==> src/lvmon_defines.vh <==
`ifndef LVMON_DEFINES_VH
`define LVMON_DEFINES_VH
// ----------------------------------------
// Register offsets.
// ----------------------------------------
`define LVMON_UPPER_LO_ADDR 12'h247
`define LVMON_UPPER_HI_ADDR 12'h248
`define LVMON_LOWER_LO_ADDR 12'h249
`define LVMON_LOWER_HI_ADDR 12'h24A
`define LVMON_DWELL_LO_ADDR 12'h24B
`define LVMON_DWELL_HI_ADDR 12'h24C
`define LVMON_MON_CTRL_ADDR 12'h270
`define LVMON_PERIOD_B0_ADDR 12'h271
`define LVMON_PERIOD_B1_ADDR 12'h272
`define LVMON_PERIOD_B2_ADDR 12'h273
`define LVMON_HOLD_LO_ADDR 12'h274
`define LVMON_HOLD_HI_ADDR 12'h275
`define LVMON_SER_CTRL_ADDR 12'h279
`define LVMON_SER_EN_ADDR 12'h27A
`define LVMON_CB_SEL_A_ADDR 12'h559
`define LVMON_CB_SEL_B_ADDR 12'h55A
`define LVMON_OR_CLEAR_ADDR 12'h562
`define LVMON_OR_STATUS_ADDR 12'h563
`define LVMON_CB_SRC_ADDR 12'h58F
// ----------------------------------------
// Field positions.
// ----------------------------------------
`define LVMON_PEAK_EN_BIT 1
`define LVMON_SER_EN_BIT 1
`define LVMON_CB_FD_BIT 0
`define LVMON_CB_OR_BIT 1
// ----------------------------------------
// Reset values and timing counts.
// ----------------------------------------
`define LVMON_REG_RESET 8'h00
`define LVMON_DWELL_RESET 16'h0001
`define LVMON_UPPER_LATENCY 28
`define LVMON_FRAME_BITS 25
`define LVMON_SUBFRAME_BITS 5
`endif

==> src/lvmon_top.v <==
// What this block does
// RQ1 - Overrange indicator follows sample latency exactly
// RQ2 - Overrange can ride as a control bit
// RQ3 - Sticky overrange bit per virtual converter
// RQ4 - Clear bit toggled one-then-zero clears status
// RQ5 - Alert sets when magnitude exceeds upper threshold
// RQ6 - Alert clears after dwell below lower threshold
// RQ7 - Upper threshold alert has latency 28
// RQ8 - Lower threshold is 13 bits, full latency
// RQ9 - Dwell accepts 1 to 65535 cycles
// RQ10 - Alert bit in control bits when enabled
// RQ11 - Independent alert logic and pin per channel
// RQ12 - Peak tracks 13-bit magnitude, 24-bit period
// RQ13 - Software programs even period before enabling
// RQ14 - Peak detection enabled by monitor control bit 1
// RQ15 - Enable loads period into decrementing timer
// RQ16 - Peak storage starts at input, keeps larger
// RQ17 - At count 1 copy peak, reload, restart
// RQ18 - Serial stats enabled by two control registers
// RQ19 - Control bits filled from most significant down
// RQ20 - Serial stats selected by source select register
// RQ21 - 25-bit frame, MSB first, five subframes
// RQ22 - Receiver reassembles frames from control bits
// RQ23 - Subframe is start bit then four data bits
`include "lvmon_defines.vh"
module lvmon_top #(
  parameter VCONV = 8,
  parameter MAG_W = 13,
  parameter LAT = `LVMON_UPPER_LATENCY
) (
  // Clock and reset.
  input wire clk,
  input wire sys_rst,
  // Register port.
  input wire reg_wr,
  input wire reg_rd,
  input wire [11:0] reg_addr,
  input wire [7:0] reg_wdata,
  output reg [7:0] reg_rdata,
  // Converter samples per channel and decimated sample strobe.
  input wire [13:0] sample_a,
  input wire [13:0] sample_b,
  input wire over_a,
  input wire over_b,
  input wire [VCONV-1:0] vconv_over,
  input wire dec_stb,
  // Delayed sample stream with control bits, through a two-entry buffer.
  output wire out_valid,
  input wire out_ready,
  output wire [13:0] out_data_a,
  output wire [2:0] out_ctrl_a,
  output wire [13:0] out_data_b,
  output wire [2:0] out_ctrl_b,
  output wire in_ready,
  // Alert pins.
  output reg level_alert_pin_a,
  output reg level_alert_pin_b
);
  // ----------------------------------------
  // Helpers.
  // ----------------------------------------
  // Magnitude of a signed sample, saturated to 13 bits.
  function [12:0] mag;
    input [13:0] s;
    reg [13:0] t;
    begin
      t = s[13] ? (~s + 14'h0001) : s;
      mag = (t[13]) ? 13'h1FFF : t[12:0];
    end
  endfunction
  // ----------------------------------------
  // Registers.
  // ----------------------------------------
  reg [15:0] upper_reg;
  reg [15:0] lower_reg;
  reg [15:0] dwell_reg;
  reg [7:0] mon_ctrl_reg;
  reg [23:0] period_reg;
  reg [7:0] ser_ctrl_reg;
  reg [7:0] ser_en_reg;
  reg [7:0] cb_sel_a_reg;
  reg [7:0] cb_sel_b_reg;
  reg [7:0] or_clear_reg;
  reg [VCONV-1:0] or_status_reg;
  reg [7:0] cb_src_reg;
  reg [12:0] hold_reg;
  // Register writes.
  always @(posedge clk)
  begin
    if (sys_rst)
    begin
      upper_reg <= 16'h0000;
      lower_reg <= 16'h0000;
      dwell_reg <= `LVMON_DWELL_RESET;
      mon_ctrl_reg <= `LVMON_REG_RESET;
      period_reg <= 24'h000000;
      ser_ctrl_reg <= `LVMON_REG_RESET;
      ser_en_reg <= `LVMON_REG_RESET;
      cb_sel_a_reg <= `LVMON_REG_RESET;
      cb_sel_b_reg <= `LVMON_REG_RESET;
      or_clear_reg <= `LVMON_REG_RESET;
      cb_src_reg <= `LVMON_REG_RESET;
    end
    else if (reg_wr)
    begin
      if (reg_addr == `LVMON_UPPER_LO_ADDR)
        upper_reg[7:0] <= reg_wdata;
      else if (reg_addr == `LVMON_UPPER_HI_ADDR)
        upper_reg[15:8] <= reg_wdata;
      else if (reg_addr == `LVMON_LOWER_LO_ADDR)
        lower_reg[7:0] <= reg_wdata;
      else if (reg_addr == `LVMON_LOWER_HI_ADDR)
        lower_reg[15:8] <= reg_wdata;
      else if (reg_addr == `LVMON_DWELL_LO_ADDR)
        dwell_reg[7:0] <= reg_wdata; // RQ9
      else if (reg_addr == `LVMON_DWELL_HI_ADDR)
        dwell_reg[15:8] <= reg_wdata; // RQ9
      else if (reg_addr == `LVMON_MON_CTRL_ADDR)
        mon_ctrl_reg <= reg_wdata;
      else if (reg_addr == `LVMON_PERIOD_B0_ADDR)
        period_reg[7:0] <= reg_wdata;
      else if (reg_addr == `LVMON_PERIOD_B1_ADDR)
        period_reg[15:8] <= reg_wdata;
      else if (reg_addr == `LVMON_PERIOD_B2_ADDR)
        period_reg[23:16] <= reg_wdata;
      else if (reg_addr == `LVMON_SER_CTRL_ADDR)
        ser_ctrl_reg <= reg_wdata;
      else if (reg_addr == `LVMON_SER_EN_ADDR)
        ser_en_reg <= reg_wdata;
      else if (reg_addr == `LVMON_CB_SEL_A_ADDR)
        cb_sel_a_reg <= reg_wdata;
      else if (reg_addr == `LVMON_CB_SEL_B_ADDR)
        cb_sel_b_reg <= reg_wdata;
      else if (reg_addr == `LVMON_OR_CLEAR_ADDR)
        or_clear_reg <= reg_wdata;
      else if (reg_addr == `LVMON_CB_SRC_ADDR)
        cb_src_reg <= reg_wdata;
    end
  end
  // Register reads; unmapped offsets read zero.
  always @(posedge clk)
  begin
    if (sys_rst)
      reg_rdata <= 8'h00;
    else if (reg_rd)
    begin
      if (reg_addr == `LVMON_UPPER_LO_ADDR)
        reg_rdata <= upper_reg[7:0];
      else if (reg_addr == `LVMON_UPPER_HI_ADDR)
        reg_rdata <= upper_reg[15:8];
      else if (reg_addr == `LVMON_LOWER_LO_ADDR)
        reg_rdata <= lower_reg[7:0];
      else if (reg_addr == `LVMON_LOWER_HI_ADDR)
        reg_rdata <= lower_reg[15:8];
      else if (reg_addr == `LVMON_DWELL_LO_ADDR)
        reg_rdata <= dwell_reg[7:0];
      else if (reg_addr == `LVMON_DWELL_HI_ADDR)
        reg_rdata <= dwell_reg[15:8];
      else if (reg_addr == `LVMON_MON_CTRL_ADDR)
        reg_rdata <= mon_ctrl_reg;
      else if (reg_addr == `LVMON_PERIOD_B0_ADDR)
        reg_rdata <= period_reg[7:0];
      else if (reg_addr == `LVMON_PERIOD_B1_ADDR)
        reg_rdata <= period_reg[15:8];
      else if (reg_addr == `LVMON_PERIOD_B2_ADDR)
        reg_rdata <= period_reg[23:16];
      else if (reg_addr == `LVMON_HOLD_LO_ADDR)
        reg_rdata <= hold_reg[7:0];
      else if (reg_addr == `LVMON_HOLD_HI_ADDR)
        reg_rdata <= {3'h0, hold_reg[12:8]};
      else if (reg_addr == `LVMON_SER_CTRL_ADDR)
        reg_rdata <= ser_ctrl_reg;
      else if (reg_addr == `LVMON_SER_EN_ADDR)
        reg_rdata <= ser_en_reg;
      else if (reg_addr == `LVMON_CB_SEL_A_ADDR)
        reg_rdata <= cb_sel_a_reg;
      else if (reg_addr == `LVMON_CB_SEL_B_ADDR)
        reg_rdata <= cb_sel_b_reg;
      else if (reg_addr == `LVMON_OR_CLEAR_ADDR)
        reg_rdata <= or_clear_reg;
      else if (reg_addr == `LVMON_OR_STATUS_ADDR)
        reg_rdata <= or_status_reg; // RQ3
      else if (reg_addr == `LVMON_CB_SRC_ADDR)
        reg_rdata <= cb_src_reg;
      else
        reg_rdata <= 8'h00;
    end
  end
  // ----------------------------------------
  // Sticky overrange status.
  // ----------------------------------------
  // A clear bit that has gone from one back to zero clears status; a new
  // overrange in that same cycle wins.
  wire clr_fall = reg_wr && (reg_addr == `LVMON_OR_CLEAR_ADDR);
  wire [VCONV-1:0] clr_mask = clr_fall ? (or_clear_reg[VCONV-1:0] & ~reg_wdata[VCONV-1:0])
    : {VCONV{1'b0}};
  always @(posedge clk)
  begin
    if (sys_rst)
      or_status_reg <= {VCONV{1'b0}};
    else
      or_status_reg <= (or_status_reg & ~clr_mask) | vconv_over; // RQ3 RQ4
  end
  // ----------------------------------------
  // Sample delay line matching the alert latency.
  // ----------------------------------------
  reg [29:0] dly [0:LAT-1];
  integer i;
  // Samples and overrange travel together so both see the same latency.
  always @(posedge clk)
  begin
    dly[0] <= {over_b, sample_b, over_a, sample_a}; // RQ1
    for (i = 1; i < LAT; i = i + 1)
      dly[i] <= dly[i-1];
  end
  // ----------------------------------------
  // Alert comparators, one per channel.
  // ----------------------------------------
  reg [15:0] dwell_cnt_a;
  reg [15:0] dwell_cnt_b;
  wire [12:0] mag_a = mag(dly[LAT-1][13:0]);
  wire [12:0] mag_b = mag(dly[LAT-1][28:15]);
  // Set on upper crossing; clear once below lower for more than dwell cycles.
  always @(posedge clk)
  begin
    if (sys_rst)
    begin
      level_alert_pin_a <= 1'b0;
      level_alert_pin_b <= 1'b0;
      dwell_cnt_a <= 16'h0000;
      dwell_cnt_b <= 16'h0000;
    end
    else
    begin
      if ({3'h0, mag_a} > upper_reg)
      begin
        level_alert_pin_a <= 1'b1; // RQ5 RQ7 RQ11
        dwell_cnt_a <= 16'h0000;
      end
      else if ({3'h0, mag_a} < {3'h0, lower_reg[12:0]})
      begin
        if (dwell_cnt_a >= dwell_reg)
          level_alert_pin_a <= 1'b0; // RQ6 RQ8
        else
          dwell_cnt_a <= dwell_cnt_a + 16'h0001;
      end
      else
        dwell_cnt_a <= 16'h0000;
      if ({3'h0, mag_b} > upper_reg)
      begin
        level_alert_pin_b <= 1'b1; // RQ5 RQ7 RQ11
        dwell_cnt_b <= 16'h0000;
      end
      else if ({3'h0, mag_b} < {3'h0, lower_reg[12:0]})
      begin
        if (dwell_cnt_b >= dwell_reg)
          level_alert_pin_b <= 1'b0; // RQ6 RQ8
        else
          dwell_cnt_b <= dwell_cnt_b + 16'h0001;
      end
      else
        dwell_cnt_b <= 16'h0000;
    end
  end
  // ----------------------------------------
  // Peak monitor.
  // ----------------------------------------
  reg [23:0] timer_reg;
  reg [12:0] peak_reg;
  reg run_reg;
  reg frame_stb;
  wire [12:0] mon_mag = (mag(sample_a) > mag(sample_b)) ? mag(sample_a) : mag(sample_b);
  wire pk_en = mon_ctrl_reg[`LVMON_PEAK_EN_BIT]; // RQ14
  // Timer counts decimated samples; at one it hands the peak over.
  always @(posedge clk)
  begin
    frame_stb <= 1'b0;
    if (sys_rst || !pk_en)
    begin
      run_reg <= 1'b0;
      timer_reg <= 24'h000000;
      peak_reg <= 13'h0000;
      if (sys_rst)
        hold_reg <= 13'h0000;
    end
    else if (!run_reg)
    begin
      run_reg <= 1'b1;
      timer_reg <= period_reg; // RQ15
      peak_reg <= mon_mag; // RQ16
    end
    else if (dec_stb)
    begin
      if (timer_reg <= 24'h000001)
      begin
        hold_reg <= (mon_mag > peak_reg) ? mon_mag : peak_reg; // RQ12 RQ17
        frame_stb <= 1'b1;
        timer_reg <= period_reg; // RQ17
        peak_reg <= 13'h0000; // RQ17
      end
      else
      begin
        timer_reg <= timer_reg - 24'h000001; // RQ15
        peak_reg <= (mon_mag > peak_reg) ? mon_mag : peak_reg; // RQ16
      end
    end
  end
  // ----------------------------------------
  // Embedded stats serializer.
  // ----------------------------------------
  reg [24:0] sh_reg;
  reg [4:0] sh_cnt;
  wire ser_on = (ser_ctrl_reg[1:0] == 2'b11) && ser_en_reg[`LVMON_SER_EN_BIT]; // RQ18
  wire sel_ser = ser_on && (cb_src_reg != 8'h00); // RQ20
  // Each subframe is a start bit of one and four data bits, MSB first; the peak fills the last 13 data bits.
  always @(posedge clk)
  begin
    if (sys_rst)
    begin
      sh_reg <= 25'h0000000;
      sh_cnt <= 5'h00;
    end
    else if (frame_stb && ser_on)
    begin
      sh_reg <= {1'b1, 4'h0, 1'b1, 3'h0, hold_reg[12], 1'b1, hold_reg[11:8],
        1'b1, hold_reg[7:4], 1'b1, hold_reg[3:0]}; // RQ21 RQ23
      sh_cnt <= 5'd25;
    end
    else if (dec_stb && sh_cnt != 5'h00)
    begin
      sh_reg <= {sh_reg[23:0], 1'b0}; // RQ21
      sh_cnt <= sh_cnt - 5'h01;
    end
  end
  // Control bits fill from the most significant position.
  wire ser_bit = (sh_cnt != 5'h00) && sh_reg[24];
  wire fd_on = cb_sel_a_reg[`LVMON_CB_FD_BIT] && cb_sel_b_reg[`LVMON_CB_FD_BIT]; // RQ10
  wire or_on = cb_sel_a_reg[`LVMON_CB_OR_BIT] && cb_sel_b_reg[`LVMON_CB_OR_BIT]; // RQ2
  wire [2:0] cb_a = sel_ser ? {ser_bit, 2'b00} : {fd_on & level_alert_pin_a,
    or_on & dly[LAT-1][14], 1'b0}; // RQ19 RQ2
  wire [2:0] cb_b = sel_ser ? {ser_bit, 2'b00} : {fd_on & level_alert_pin_b,
    or_on & dly[LAT-1][29], 1'b0}; // RQ19
  // ----------------------------------------
  // Two-entry output buffer.
  // ----------------------------------------
  reg [33:0] buf_mem [0:1];
  reg wp, rp;
  reg [1:0] cnt;
  wire push = (cnt != 2'd2);
  wire pop = out_valid && out_ready;
  assign in_ready = push;
  assign out_valid = (cnt != 2'd0);
  assign {out_ctrl_b, out_data_b, out_ctrl_a, out_data_a} = buf_mem[rp];
  // Each clock offers one word; a full buffer drops it and shows in_ready low.
  always @(posedge clk)
  begin
    if (sys_rst)
    begin
      wp <= 1'b0;
      rp <= 1'b0;
      cnt <= 2'd0;
    end
    else
    begin
      if (push)
      begin
        buf_mem[wp] <= {cb_b, dly[LAT-1][28:15], cb_a, dly[LAT-1][13:0]};
        wp <= ~wp;
      end
      if (pop)
        rp <= ~rp;
      cnt <= cnt + {1'b0, push} - {1'b0, pop};
    end
  end
endmodule // lvmon_top

==> config.mk <==
export PLATFORM = sky130hd
export DESIGN_NAME = lvmon_top
export DESIGN_NICKNAME = d
export VERILOG_FILES = /design/src/lvmon_top.v
export VERILOG_INCLUDE_DIRS = /design/src
export SDC_FILE = /design/constraint.sdc
export NUM_CORES = 1
export LEC_CHECK = 0
export BUFFER_PORTS_ARGS = -buffer_cell sky130_fd_sc_hd__buf_2
export CAP_MARGIN = 5
export CELL_PAD_IN_SITES_DETAIL_PLACEMENT = 1
export CELL_PAD_IN_SITES_GLOBAL_PLACEMENT = 1
export CORE_AREA = 2 2 348 350
export CTS_CLUSTER_DIAMETER = 100
export DETAILED_ROUTE_END_ITERATION = 10
export DIE_AREA = 0 0 350 352
export MAX_ROUTING_LAYER = met4
export PLACE_DENSITY_LB_ADDON = 0.1
export SYNTH_ARGS = -nofsm -noshare
export SYNTH_HDL_FRONTEND = slang
export SYNTH_SLANG_ARGS = --single-unit
==> constraint.sdc <==
create_clock -name clk -period 9.4 [get_ports clk]
set_clock_uncertainty 0.05 [all_clocks]
set_input_delay 1.88 -clock clk [delete_from_list [all_inputs] [get_ports clk]]
set_output_delay 1.88 -clock clk [all_outputs]
set_load 0.02 [all_outputs]
* After elaboration in Yosys (flattened, before gate mapping)
Memory sizes are Yosys's and may differ from the RTL's. A register that Yosys moved wholly into a read port is not among the register bits.
Index checks and enable logic that the tools add are counted.
** Cells by class
- Muxes and demuxes :: 60
- Add/subtract/negate cells :: 10
- $lt $le $gt $ge :: 9
- Reduce and logical (&&, ||, !) cells :: 45
- Bitwise operators :: 34
- Equality and inequality tests :: 23
** Operators by type and width (number)
- 13-bit 2-to-1 mux :: 14
- 12-bit by 10-bit == test with 1-bit output (second input constant) :: 14
- 8-bit 2-to-1 mux :: 20
- 24-bit 2-to-1 mux :: 3
- 12-bit by 11-bit == test with 1-bit output (second input constant) :: 5
- 14-bit by 1-bit adder with 14-bit output (second input constant) :: 4
- 14-bit 2-to-1 mux :: 4
- 14-bit NOT :: 4
- 25-bit 2-to-1 mux :: 2
- 16-bit by 1-bit adder with 16-bit output (second input constant) :: 2
- 16-bit greater-or-equal comparator :: 2
- 13-bit by 16-bit greater-than comparator with 1-bit output :: 2
- 13-bit greater-than comparator :: 2
- 13-bit < comparator :: 2
- 24-bit by 1-bit <= comparator with 1-bit output (second input constant) :: 1
- 24-bit by 1-bit subtractor with 24-bit output (second input constant) :: 1
- 1-bit NOT :: 21
- 2-bit nonzero test :: 9
- 17-bit AND reduction :: 1
- 8-bit bitwise AND :: 2
- 8-bit NOT :: 2
- 16-bit AND reduction :: 1
- 15-bit AND reduction :: 1
- 14-bit AND reduction :: 1
- other kinds (29) :: 61
** Word-level totals
- Output and inout bits :: 46
- Bits in writable memories :: 908
- Register bits after elaboration :: 264
- Memories :: 2
- Input bits :: 64
** Memory list
- dly :: words 28, width 30, read ports 28, clocked after Yosys merged registers in 0, write ports 28, line lvmon_top.v:207 : reg [29:0] dly [0:LAT-1];
- buf_mem :: words 2, width 34, read ports 1, clocked after Yosys merged registers in 1, write ports 1, line lvmon_top.v:346 : reg [33:0] buf_mem [0:1];

* Longest topological paths before layout
Gate-level depths: netlist (run 1).
- Depth after elaboration :: 20
- Gate-level depth with buffers :: 26
- Depth with buffers taken out :: 23

* Worst setup path before layout (run 1)
No wires, ideal clock.
- Path kind :: input-to-reg
- Start :: in sample_b[7]
- End :: reg peak_reg[10]
- Setup time :: 0.130 ns
- Arrival :: 6.935 ns
- Data required time :: 9.220 ns
- Path slack :: 2.285 ns
- Cell stages on the path :: 24
- Cell sequence :: or4_1 > nor3_1 > nand4_1 > o211ai_1 > inv_1 > ha_1 > nor2b_1 > o21bai_1 > a31oi_1 > o41ai_1 > nor2_1 > buf_1 > mux2i_1 > inv_1 > ha_1 > a211o_1 > o211ai_1 > o211ai_1 > a211o_1 > o31a_1 > clkbuf_1 > a31oi_2 > buf_2 > o32ai_1
** On the way
- Longest elaborated chain between the ends :: 11
** Ends and longest elaborated chain
- start: declaration :: line lvmon_top.v:42 : input wire [13:0] sample_b,
- 14-bit NOT :: line lvmon_top.v:67 : t = s[13] ? (~s + 14'h0001) : s;
- 14-bit by 1-bit adder with 14-bit output :: line lvmon_top.v:67
- 14-bit 2-to-1 mux * :: line lvmon_top.v:67
- 13-bit 2-to-1 mux * :: line lvmon_top.v:68 : mag = (t[13]) ? 13'h1FFF : t[12:0];
- 13-bit greater-than comparator :: line lvmon_top.v:272 : wire [12:0] mon_mag = (mag(sample_a) > mag(sample_b)) ? mag(sample_a) : mag(sample_b);
- 13-bit 2-to-1 mux * :: line lvmon_top.v:272
- 13-bit greater-than comparator :: line lvmon_top.v:304 : peak_reg <= (mon_mag > peak_reg) ? mon_mag : peak_reg;
- 13-bit 2-to-1 mux :: line lvmon_top.v:304
- 13-bit 2-to-1 mux :: line lvmon_top.v:294 : if (timer_reg <= 24'h000001)
- 13-bit 2-to-1 mux :: line lvmon_top.v:292 : else if (dec_stb)
- 13-bit 2-to-1 mux * :: line lvmon_top.v:286 : else if (!run_reg)
- end signal: assignment :: line lvmon_top.v:290 : peak_reg <= mon_mag;
- end signal: assignment :: line lvmon_top.v:304
- end: declaration :: line lvmon_top.v:269 : reg [12:0] peak_reg;
Every way passes the cells marked *; elsewhere a longest branch is shown, timed or not. The select of a mux whose other input is x is not followed.
A chain may end at the register's enable or synchronous reset.

* Final worst setup path (run 1)
- Start :: in sample_b[7]
- End :: reg peak_reg[11]
The elaborated chain is that of the path after synthesis.

==> impl_summary.txt, run 1 <==
----------------------------------------------------
[Synthesis]
  Number of synthesized flops with an enable pin ... between 70 and 80
  Synthesized flop and latch total ... ~1200
  Main combinational cell family by area after synthesis ... simple AND/OR/NAND/NOR gates
  Flip-flop cell with the highest count after synthesis ... dfxtp_1
  XOR/XNOR Fraction of Synth Area ... 0.0116
  Mean post-synth cell area ... 11.8 um^2
  Fraction of the mapped netlist area in simple logic gates ... 0.108
  Post-Syn Instances ... about 3000
  Register area share after synthesis ... 0.678
  Top cells by area in the synthesized netlist ... dfxtp_1 61%, edfxtp_1 6.5%, ha_1 4.2%
  Netlist Area Pre-Place ... between 30000 and 40000 um^2
  Mux contribution to synthesized area ... 0.0419
  Post-synth top area cell ... dfxtp_1
  Share of the synthesized area in the top cell type ... 0.613
  Area fraction in compound gates after synthesis ... 0.0918
  Adder-cell area share of the yosys netlist ... 0.0421
  Number of warnings issued by yosys ... 0
  Synth unique cells ... 84
  Async SR Flop Fraction ... 0

[STA]
  Highest Clock Rate ... roughly 0.12 GHz
  Share of the cycle needed by the critical path after routing ... 0.856
  Post-route minimum period ... 8.05 ns
  Worst slew margin relative to its limit ... 0.255
  Slew at the pin closest to its max-slew limit ... 1.12 ns
  Final hold violation count ... 0
  Setup violation total in the final timing report ... 0
  Final setup TNS ... 0 ns
  Setup repair after global routing missed its margin ... false
  Setup ws final ... between 1 and 1.5 ns
  Number of slew-limit violations in the final report ... 0

[Detailed routing]
  Mean number of vias per cell ... 4.54
  Uppermost metal layer occupied by signal nets ... met4
  Residual DRC count ... 0
  Met3 layer wire length in the routed design ... 3.39 mm
  Via total after detailed routing ... between 20000 and 25000
  Average routed wire per standard cell ... 18.5 um
  First-pass DRT Iterations ... 6
  Detail Route met2 WL ... between 40 and 50 mm
  First-iteration detailed-routing DRC count ... 1111
  Total wire length ... between 90 and 100 mm
  Wire length on met1 ... 43.7 mm
  Antenna-violating nets left ... 0

[Final layout]
  Final core utilization ... 0.354
  Fill cell instance count of the final layout ... between 10000 and 15000
  Largest register FFs ... 840
  Fraction of layout instances using a drive strength above 1 ... 0.122
  Number of nets at the end of the flow ... 3350
  Final cell count without fillers ... around 5000
  Area growth, synth to finish ... 18.6%

[CTS]
  Hold bufs inserted after CTS ... 0
  CTS H-Tree Depth ... 4
  Clock insertion delay at the later pin of the skew report ... 0.73 ns
  Clk pin slew, worst setup/hold paths ... roughly 0.060 ns
  TritonCTS clock tree ... built
  TritonCTS Sinks ... 1169
  Cells resized by post-CTS repair ... 0
  Cell chosen for the clock root ... clkbuf_16
  Number of buffers inserted to repair setup after CTS ... 0
  Buffers from clock root to sink, at most ... 3
  Total CTS buffers ... 130

[Floorplanning]
  Starting density of the core ... 0.299
  Die footprint ... around 120000 um^2
  Number of placement rows ... between 100 and 150
  Die Span X ... 350 um
  Area of the core ... approximately 120000 um^2
  Die extent in y ... between 300 and 400 um
  IO Count ... 110

[Setup path]
  CP cell instances ... buf_2 > or4_1 > nor3_1 > nand4_1 > nand2_1 > inv_1 > ha_1 > nand3_1 > o21bai_1 > a31oi_1 > o41ai_1 > nor2_1 > buf_4 > mux2i_1 > inv_1 > ha_1 > a21o_1 > a211oi_1 > nor3b_1 > a211o_1 > o31a_1 > a31oi_2 > o32ai_1
  Arrival time worst endpoint ... between 8 and 9 ns
  CP Data Required Time ... 9.91 ns
  Slowest-stage cell, CP ... a31oi_2
  Worst path top cell family by delay ... compound AO/OA/AOI/OAI gates
  Element type at the critical path end ... flip-flop
  Largest stage delay on the critical path ... approximately 0.84 ns
  Critical path start-end classification ... primary input to flip-flop
  Startpoint types ... primary input
  Sum of buffers and inverters on the critical path ... 4
  Max FO, Critical Path ... 18

[Placement]
  Port Buffers ... 107
  Final estimated routing congestion in global placement ... roughly 0.85
  Detailed-placement wirelength estimate ... roughly 63 mm
  Total instance count after detailed placement ... between 4000 and 5000
  Worst setup slack after placement ... 0.392 ns

[Power and ir drop]
  Net switching fraction of the power ... 0.231
  Largest voltage drop on the vdd net ... between 0.15 and 0.2 mV
  Pwr dens ... between 200 and 300 nW/um^2
  Cell-internal power ... 0.00855 W
  Reported leakage power ... between 15 and 20 nW
  Logic gate share of total power ... 0.062
  Net switching power figure ... ~0.0026 W
  Share of total power in the clock network ... 0.454
  Relative contribution of sequential cells to total power ... 0.484

[Flow run]
  Max cap viols ... 0

[Global route]
  Largest net degree at the start of global routing ... between 70 and 80
  Antenna violations before repair ... 2
  Global-route wire length before repair ... ~140 mm
  Total routing usage reported by global routing ... 0.150
  Number of global-route vias before repair ... ~23000
  Residual overflow from global routing ... 0

[Hold path]
  Path category of the worst min-delay check ... flip-flop to flip-flop

[Outcome]
  Result of the run ... finished, final reports clean

----------------------------------------------------
cells in the final DEF (no fill, tap or decap), drive strengths merged, types with 14 or more instances in the layout:
| cell | count |
|---|---|
| and3 | 18 |
| nand2 | 244 |
| clkinv | 24 |
| o31ai | 27 |
| nor3 | 45 |
| mux2 | 40 |
| and2 | 17 |
| nor2 | 223 |
| a221oi | 17 |
| nand4 | 32 |
| a311oi | 14 |
| a211oi | 19 |
| o22ai | 30 |
| nor4 | 18 |
| or4 | 20 |
| xor2 | 29 |
| mux2i | 104 |
| a21oi | 170 |
| ha | 120 |
| inv | 123 |
| dfxtp | 1092 |
| xnor2 | 18 |
| o211ai | 15 |
| clkbuf | 193 |
| a31oi | 25 |
| nor2b | 15 |
| edfxtp | 77 |
| o21ai | 106 |
| buf | 129 |
| or3 | 18 |
| nand3 | 84 |
worst register-to-register path, cell delays in order (launching register included):
cell and delay [ns]:
dfxtp_1 0.38, or4_4 0.58, or4_4 0.53, or4_1 0.70
inv_1 0.16, nor3_1 0.06, a21oi_1 0.38, ha_1 0.34
a21o_1 0.16, a211o_1 0.29, o211ai_1 0.12, a31oi_1 0.19
a2111oi_1 0.64, nand2b_1 0.57, a21oi_1 0.29
path summary, 6_finish.rpt:
check	from	to	slack, ns	cells past startpoint
setup reg to reg	dly[1][335]$_DFF_P_	dwell_cnt_a[4]$_SDFFE_PP0N_	3.84	14
setup / recovery	sample_b[7]	peak_reg[11]$_SDFFE_PN0P_	1.35	23
hold / removal	dly[1][286]$_DFF_P_	dly[1][316]$_DFF_P_	0.25	0
hold reg to reg	dly[1][286]$_DFF_P_	dly[1][316]$_DFF_P_	0.25	0
cells in the mapped netlist, types with 10 or more instances:
| cell type | n |
|---|---|
| dfxtp_1 | 1092 |
| nand2_1 | 244 |
| nor2_1 | 222 |
| a21oi_1 | 170 |
| ha_1 | 120 |
| inv_1 | 115 |
| o21ai_0 | 106 |
| mux2i_1 | 104 |
| clkbuf_1 | 96 |
| nand3_1 | 83 |
| edfxtp_1 | 77 |
| mux2_2 | 40 |
| nor3_1 | 40 |
| nand4_1 | 32 |
| o22ai_1 | 30 |
| xor2_1 | 29 |
| o31ai_1 | 26 |
| a31oi_1 | 24 |
| a211oi_1 | 19 |
| and3_1 | 18 |
| xnor2_1 | 18 |
| a221oi_1 | 17 |
| and2_1 | 17 |
| or3_1 | 17 |
| or4_1 | 17 |
| nor4_1 | 16 |
| nor2b_1 | 15 |
| o211ai_1 | 15 |
| a311oi_1 | 14 |
| nand3b_1 | 13 |
| o21a_1 | 12 |
| buf_2 | 11 |
| a22oi_1 | 10 |
| nand2b_1 | 10 |
| nor3b_1 | 10 |
logic make-up (layout without fill, tap and decap cells):
logic type               Yosys count  count (layout)
AO/OA/AOI/OAI                    516             516
XOR/XNOR                          47              47
adder cells (fa/ha/maj)          120             120
buffers and inverters            240             477
flip-flops                      1169            1169
multiplexers                     144             144
other                              1               3
AND/OR/NAND/NOR                  792             792
area by class of cell:
type,instances,area [um^2],area share
Antenna cell,1,2.50,0.0000592
Clock buffer,193,3820,0.0905
Clock inverter,40,549,0.0130
Inverter,115,432,0.0102
Multi-Input combinational cell,1621,10500,0.250
Sequential cell,1169,24200,0.572
Tap cell,1612,2020,0.0477
Timing Repair Buffer,129,707,0.0167
through the flow:
stage               cell area (um^2)  total power, W  hold WS [ns]
global placement               37900         0.00618         0.260
floorplan                      35600         0.00592         0.260
global route                   42300          0.0116         0.256
finish                         42300          0.0111         0.250
CTS                            42300          0.0113         0.246
detailed placement             37900         0.00620         0.263
power groups by stage:
stage / Clock, W / Sequential [W] / Combinational (W)
4_1_cts: 0.00525 / 0.00538 / 0.000714
5_1_grt: 0.00546 / 0.00541 / 0.000771
3_5_place_dp: 0 / 0.00549 / 0.000710
3_3_place_gp: 0 / 0.00548 / 0.000694
2_1_floorplan: 0 / 0.00545 / 0.000472
6_report: 0.00505 / 0.00538 / 0.000691
routing by layer:
metal	vias up	track usage
met5	-	-
met4	0	0.0528
met3	177	0.0273
met2	409	0.231
met1	10700	0.198
li1	10800	-
No activity file was read; power rests on OpenSTA's default activity.
==> run 2: changes to the inputs <==
--- a/config.mk
+++ b/config.mk
@@ -6,14 +6,15 @@
 export SDC_FILE = /design/constraint.sdc
 export NUM_CORES = 1
 export LEC_CHECK = 0
+export ABC_AREA = 1
 export BUFFER_PORTS_ARGS = -buffer_cell sky130_fd_sc_hd__buf_2
 export CAP_MARGIN = 5
 export CELL_PAD_IN_SITES_DETAIL_PLACEMENT = 1
 export CELL_PAD_IN_SITES_GLOBAL_PLACEMENT = 1
-export CORE_AREA = 2 2 348 350
+export CORE_AREA = 2 2 349 351
 export CTS_CLUSTER_DIAMETER = 100
 export DETAILED_ROUTE_END_ITERATION = 10
-export DIE_AREA = 0 0 350 352
+export DIE_AREA = 0 0 351 353
 export MAX_ROUTING_LAYER = met4
 export PLACE_DENSITY_LB_ADDON = 0.1
 export SYNTH_ARGS = -nofsm -noshare
==> impl_summary.txt, run 2 <==
----------------------------------------------------
[Setup path]
  Slowest-stage cell, CP ... o21ai_2
  CP Data Required Time ... 9.89 ns (-0.02 ns)
  Element type at the critical path end ... flip-flop
  Arrival time worst endpoint ... 7.11 ns (-1.45 ns)
  Largest stage delay on the critical path ... 0.76 ns (-0.08 ns)
  Max FO, Critical Path ... 23 (+5)
  Startpoint types ... primary input
  Critical path start-end classification ... primary input to flip-flop

[Placement]
  Total instance count after detailed placement ... 4990 (+7.4%)
  Port Buffers ... 107 (unchanged)
  Placed cell area ... 38100 um^2 (+0.51%)
  Detailed-placement wirelength estimate ... 64.1 mm (+1.7%)
  Final estimated routing congestion in global placement ... 0.855 (+0.32%)

[Floorplanning]
  Die extent in y ... 353 um (+0.28%)
  Starting density of the core ... 0.297 (-0.00190)
  Area of the core ... 121000 um^2 (+1.1%)
  Die footprint ... 124000 um^2 (+0.57%)
  Number of placement rows ... 128 (+0.79%)
  IO Count ... 110 (unchanged)
  Die Span X ... 351 um (+0.29%)

[Detailed routing]
  First-pass DRT Iterations ... 5 (-1)
  First-iteration detailed-routing DRC count ... 1028 (-7.5%)
  Antenna-violating nets left ... 0 (unchanged)
  Average routed wire per standard cell ... 17.0 um (-8.1%)
  Total wire length ... 88.6 mm (-1.9%)
  Mean number of vias per cell ... 4.34 (-4.4%)
  Residual DRC count ... 0 (unchanged)
  Via total after detailed routing ... 22600 (+2.1%)

[Synthesis]
  Number of warnings issued by yosys ... 0 (unchanged)
  Synthesized flop and latch total ... 1169 (unchanged)
  Register area share after synthesis ... 0.676 (-0.00280)
  Share of the synthesized area in the top cell type ... 0.611 (-0.00253)
  Top cells by area in the synthesized netlist ... dfxtp_1 61%, edfxtp_1 6.5%, nand2_1 4.4%
  Synth unique cells ... 67 (-20%)
  Mean post-synth cell area ... 10.7 um^2 (-8.8%)
  Post-synth top area cell ... dfxtp_1
  Post-Syn Instances ... 3334 (+10%)
  Most instantiated library cell after synthesis ... dfxtp_1
  Flip-flop cell with the highest count after synthesis ... dfxtp_1
  Async SR Flop Fraction ... 0 (unchanged)
  Number of synthesized flops with an enable pin ... 77 (unchanged)
  Top cells by count, synth ... 1092 x dfxtp_1, 421 x nand2_1, 322 x inv_1, 274 x a21oi_1, 236 x o21ai_0
  Netlist Area Pre-Place ... 35800 um^2 (+0.41%)

[Final layout]
  Area growth, synth to finish ... 18.0%
  Fraction of layout instances using a drive strength above 1 ... 0.124 (+0.00175)
  Most common cell after layout, fill and taps aside ... dfxtp_1
  Final cell count without fillers ... 5212 (+6.8%)
  Largest register FFs ... 840 (unchanged)
  Post-route standard cell area excluding fillers ... 42200 um^2 (about the same)
  Final core utilization ... 0.350 (-0.00404)
  Most frequent cells in the layout ... 1092 x dfxtp_1, 421 x nand2_1, 321 x inv_1
  Number of nets at the end of the flow ... 3671 (+9.6%)

[STA]
  Highest Clock Rate ... 0.151 GHz (+22%)
  Final hold violation count ... 0 (unchanged)
  Number of slew-limit violations in the final report ... 0 (unchanged)
  Slew at the pin closest to its max-slew limit ... 1.11 ns (-0.00455 ns)
  Worst slew margin relative to its limit ... 0.255 (+0.000295)
  Final setup TNS ... 0 ns (unchanged)
  Setup violation total in the final timing report ... 0 (unchanged)
  Post-route minimum period ... 6.62 ns (-1.43 ns)
  Share of the cycle needed by the critical path after routing ... 0.704 (-0.152)
  Setup repair after global routing missed its margin ... false

[Global route]
  Antenna violations before repair ... 6 (+4)
  Total routing usage reported by global routing ... 0.148 (-0.00227)
  Number of global-route vias before repair ... 23700 (+3.0%)
  Residual overflow from global routing ... 0 (unchanged)
  Global-route wire length before repair ... 138 mm (-0.80%)
  Largest net degree at the start of global routing ... 74 (+2.8%)

[CTS]
  Clk pin slew, worst setup/hold paths ... 0.06 ns (about the same)
  Cells resized by post-CTS repair ... 0 (unchanged)
  Buffers from clock root to sink, at most ... 3 (unchanged)
  CTS H-Tree Depth ... 3 (-1)
  Hold bufs inserted after CTS ... 0 (unchanged)
  TritonCTS clock tree ... built
  Total CTS buffers ... 120 (-7.7%)
  Cell chosen for the clock root ... clkbuf_16
  Clock insertion delay at the later pin of the skew report ... 0.70 ns (-0.03 ns)
  TritonCTS Sinks ... 1169 (unchanged)
  Number of buffers inserted to repair setup after CTS ... 0 (unchanged)

[Power and ir drop]
  Pwr dens ... 259 nW/um^2 (-1.4%)
  Reported leakage power ... 17.4 nW (+6.3%)
  Largest voltage drop on the vdd net ... 0.163 mV (-6.4%)

[Outcome]
  Result of the run ... finished, final reports clean

[Flow run]
  Max cap viols ... 0 (unchanged)

[Hold path]
  Path category of the worst min-delay check ... flip-flop to flip-flop

----------------------------------------------------
run 2: cell types whose count changed after synthesis, sizes merged, moves of 16 or more:
cell / previous run / this run
inv: 115 / 337
nand4: 32 / 53
mux2i: 104 / 0
a21oi: 170 / 276
and3: 18 / 1
a31oi: 25 / 6
and2: 17 / 1
o22ai: 30 / 3
or4: 20 / 2
nand2: 244 / 427
clkbuf: 103 / 56
o21ai: 106 / 258
run 2: worst max-delay path, delay by kind of cell:
| family | cells | cell delay [ns] |
|---|---|---|
| AOI/OAI and AO/OA | 7 | 1.67 |
| adders and majority gates | 3 | 0.81 |
| buffers and inverters | 6 | 0.81 |
| and+or+nand+nor | 13 | 1.93 |
run 2: cell families after synthesis:
| family | Yosys count | share of synthesized area |
|---|---|---|
| and+or+nand+nor | 895 | 0.115 |
| muxes | 32 | 0.0101 |
| xor gates and xnor gates | 42 | 0.0103 |
| buffers and inverters | 431 | 0.0471 |
| AOI/OAI and AO/OA | 644 | 0.100 |
| DFF | 1169 | 0.676 |
| adders and majority gates | 120 | 0.0420 |
| other | 1 | 0.000105 |
run 2: report_power, final:
group	internal [W]	total [W]	switching [W]
combinational	0.000239	0.000733	0.000495
clock	0.00290	0.00484	0.00194
sequential	0.00530	0.00538	0.0000849
total	0.00843	0.0110	0.00252
run 2: cell type report:
cell class	instances	area (um^2)
timing repair buffer	120	633
clock buffer	179	3520
fill	13200	78400
clock inverter	41	623
multi-input combinational	1735	9940
inverter	341	1280
tap	1625	2030
sequential	1169	24200
antenna	2	5.00
run 2: worst paths after layout:
path                                          start                           to  slack, ns  cells after the start
worst max register to register  dly[1][330]$_DFF_P_  dwell_cnt_a[8]$_SDFFE_PP0N_       5.57                     20
worst min register to register   dly[1][25]$_DFF_P_           dly[1][55]$_DFF_P_       0.27                      0
worst max-delay path                    sample_a[0]     peak_reg[8]$_SDFFE_PN0P_       2.78                     29
worst min-delay path             dly[1][25]$_DFF_P_           dly[1][55]$_DFF_P_       0.27                      0
run 2: routing by layer:
metal,vias up,GRT usage,wire [um]
li1,11300,-,-
met1,10800,0.187,41000
met2,323,0.240,41800
met3,161,0.0241,3100
met4,0,0.0486,2720
met5,-,-,0
run 2: through the flow:
step                worst slack (ns)  hold slack (ns)  total power (W)
finish                          2.78            0.266           0.0110
CTS                             2.69            0.271           0.0112
floorplan                       3.19            0.260          0.00596
global placement                2.05            0.260          0.00622
detailed placement              1.97            0.263          0.00625
global route                    1.90            0.274           0.0115
==> run 3: changes to the inputs <==
==> constraint.sdc (replaced) <==
create_clock -name clk -period 6.7 [get_ports clk]
set_clock_uncertainty 0.05 [all_clocks]
set_input_delay 1.34 -clock clk [delete_from_list [all_inputs] [get_ports clk]]
set_output_delay 1.34 -clock clk [all_outputs]
set_load 0.02 [all_outputs]
==> impl_summary.txt, run 3 (same netlist as run 2, synthesis figures left out) <==
----------------------------------------------------
[Final layout]
  Most frequent cells in the layout ... 1092 x dfxtp_1, 421 x nand2_1, 321 x inv_1
  Fraction of layout instances using a drive strength above 1 ... 0.129 (+0.00515)
  Largest register FFs ... 840 (unchanged)
  Number of nets at the end of the flow ... 3675 (+0.11%)
  Most common cell after layout, fill and taps aside ... dfxtp_1
  Area growth, synth to finish ... 18.7%
  Fill cell instance count of the final layout ... 13300 (+0.25%)
  Final core utilization ... 0.352 (+0.00205)
  Final cell count without fillers ... 5224 (+0.23%)
  Post-route standard cell area excluding fillers ... 42500 um^2 (+0.59%)

[Setup path]
  Largest stage delay on the critical path ... 0.31 ns (-0.45 ns)
  CP Data Required Time ... 7.17 ns (-2.72 ns)
  Max FO, Critical Path ... 23 (unchanged)
  Slowest-stage cell, CP ... ha_1
  Element type at the critical path end ... flip-flop
  Worst setup slack for register-to-register paths ... 2.77 ns (-2.80 ns)
  Startpoint types ... primary input
  Worst r2r dst ... dwell_cnt_a[8]$_SDFFE_PP0N_
  Critical path start-end classification ... primary input to flip-flop
  Startpoint of the worst register-to-register path ... dly[1][332]$_DFF_P_
  R2R cell count ... 17 (-15%)
  CP most frequent cell ... inv_1
  Arrival time worst endpoint ... 6.26 ns (-0.85 ns)

[Placement]
  Worst setup slack after placement ... 0.0739 ns (-1.90 ns)
  Total instance count after detailed placement ... 4994 (+0.080%)
  Detailed-placement wirelength estimate ... 64.7 mm (+0.87%)
  Final estimated routing congestion in global placement ... 0.863 (+0.90%)
  Placed cell area ... 38100 um^2 (about the same)
  Port Buffers ... 107 (unchanged)

[STA]
  Final setup TNS ... 0 ns (unchanged)
  Slew at the pin closest to its max-slew limit ... 1.17 ns (+0.0567 ns)
  Setup repair after global routing missed its margin ... false
  Number of slew-limit violations in the final report ... 0 (unchanged)
  Post-route minimum period ... slightly below 6 ns
  Worst slew margin relative to its limit ... 0.217 (-0.0379)
  Share of the cycle needed by the critical path after routing ... 0.864
  Highest Clock Rate ... between 0.15 and 0.2 GHz
  Final hold violation count ... 0 (unchanged)
  Setup violation total in the final timing report ... 0 (unchanged)
  Setup ws final ... 0.912 ns (-1.87 ns)

[Outcome]
  Result of the run ... finished, final reports clean

[Detailed routing]
  First-iteration detailed-routing DRC count ... 1040 (+1.2%)
  Via total after detailed routing ... 22800 (+0.72%)
  Antenna-violating nets left ... 0 (unchanged)
  Residual DRC count ... 0 (unchanged)
  Average routed wire per standard cell ... 17.0 um (+0.26%)
  First-pass DRT Iterations ... 5 (unchanged)
  Mean number of vias per cell ... 4.36 (+0.48%)
  Total wire length ... 89.1 mm (+0.49%)

[CTS]
  Hold bufs inserted after CTS ... 0 (unchanged)
  Buffers from clock root to sink, at most ... 3 (unchanged)
  CTS H-Tree Depth ... 3 (unchanged)
  TritonCTS clock tree ... built
  Clk pin slew, worst setup/hold paths ... 0.06 ns (about the same)
  TritonCTS Sinks ... 1169 (unchanged)
  Number of buffers inserted to repair setup after CTS ... 0 (unchanged)
  Cell chosen for the clock root ... clkbuf_16
  Total CTS buffers ... 120 (unchanged)
  Clock insertion delay at the later pin of the skew report ... 0.70 ns (about the same)
  Cells resized by post-CTS repair ... 0 (unchanged)

[Power and ir drop]
  Largest voltage drop on the vdd net ... 0.247 mV (+51%)
  Pwr dens ... 368 nW/um^2 (+42%)
  Reported leakage power ... 17.5 nW (+0.77%)

[Floorplanning]
  Die Span X ... 351 um (unchanged)
  Die extent in y ... 353 um (unchanged)
  Number of placement rows ... 128 (unchanged)
  Starting density of the core ... 0.297 (unchanged)
  IO Count ... 110 (unchanged)
  Die footprint ... 124000 um^2 (unchanged)
  Area of the core ... 121000 um^2 (unchanged)

[Global route]
  Number of global-route vias before repair ... 23800 (+0.63%)
  Total routing usage reported by global routing ... 0.148 (-0.000311)
  Global-route wire length before repair ... 138 mm (about the same)
  Residual overflow from global routing ... 0 (unchanged)
  Largest net degree at the start of global routing ... 58 (-22%)
  Antenna violations before repair ... 2 (-4)

[Hold path]
  Worst hold start ... dly[1][71]$_DFF_P_
  Path category of the worst min-delay check ... flip-flop to flip-flop
  Worst min-delay path endpoint ... dly[1][101]$_DFF_P_
  WHS Path Cells ... 0 (unchanged)

[Flow run]
  Max cap viols ... 0 (unchanged)

----------------------------------------------------
run 3: final cells by class:
class / count / area (um^2) / area share
well taps: 1625 / 2030 / 0.0479
diodes: 2 / 5.00 / 0.000118
repair buffers: 124 / 663 / 0.0156
clock buffers: 175 / 3570 / 0.0842
multi-input cells: 1735 / 9940 / 0.234
clock inverters: 53 / 786 / 0.0185
flip-flops and latches: 1169 / 24200 / 0.569
inverters: 341 / 1280 / 0.0302
run 3: per-stage QoR:
stage / total power, W / hold WS [ns]
after floorplan: 0.00836 / 0.260
after global placement: 0.00874 / 0.260
after detailed placement: 0.00877 / 0.263
after CTS: 0.0159 / 0.256
after global routing: 0.0163 / 0.268
final: 0.0156 / 0.255
run 3: where the power goes:
| part | internal (W) | leakage, nW | switching [W] | total, W |
|---|---|---|---|---|
| combinational | 0.000338 | 5.54 | 0.000703 | 0.00104 |
| clock | 0.00430 | 2.13 | 0.00274 | 0.00704 |
| sequential | 0.00743 | 9.86 | 0.000118 | 0.00755 |
run 3: how the worst max path moves through the flow:
| stage | slack, ns | end | cells after the start | start |
|---|---|---|---|---|
| 2_1_floorplan | 1.03 | hold_reg[5]$_SDFFCE_PN0P_ | 29 | sample_a[0] |
| 3_3_place_gp | 0.28 | hold_reg[5]$_SDFFCE_PN0P_ | 29 | sample_b[0] |
| 3_5_place_dp | 0.07 | peak_reg[8]$_SDFFE_PN0P_ | 33 | sample_b[0] |
| 6_report | 0.91 | peak_reg[8]$_SDFFE_PN0P_ | 33 | sample_b[0] |
| 4_1_cts | 0.84 | peak_reg[8]$_SDFFE_PN0P_ | 33 | sample_b[0] |
| 5_1_grt | 0.27 | peak_reg[8]$_SDFFE_PN0P_ | 32 | sample_b[0] |
run 3: routing by layer:
metal  vias to the layer above  GRT usage  share of wire
met3                       156     0.0222          0.032
met4                         0     0.0506          0.031
met1                     10900      0.185           0.46
met2                       332      0.243           0.48
met5                         -          -              0
li1                      11400          -              -
run 3: critical path, delay by kind of cell:
| family | cells | cell delay [ns] |
|---|---|---|
| AOI/OAI and AO/OA | 10 | 1.37 |
| adders and majority gates | 3 | 0.80 |
| buffers and inverters | 9 | 1.21 |
| and+or+nand+nor | 11 | 1.53 |
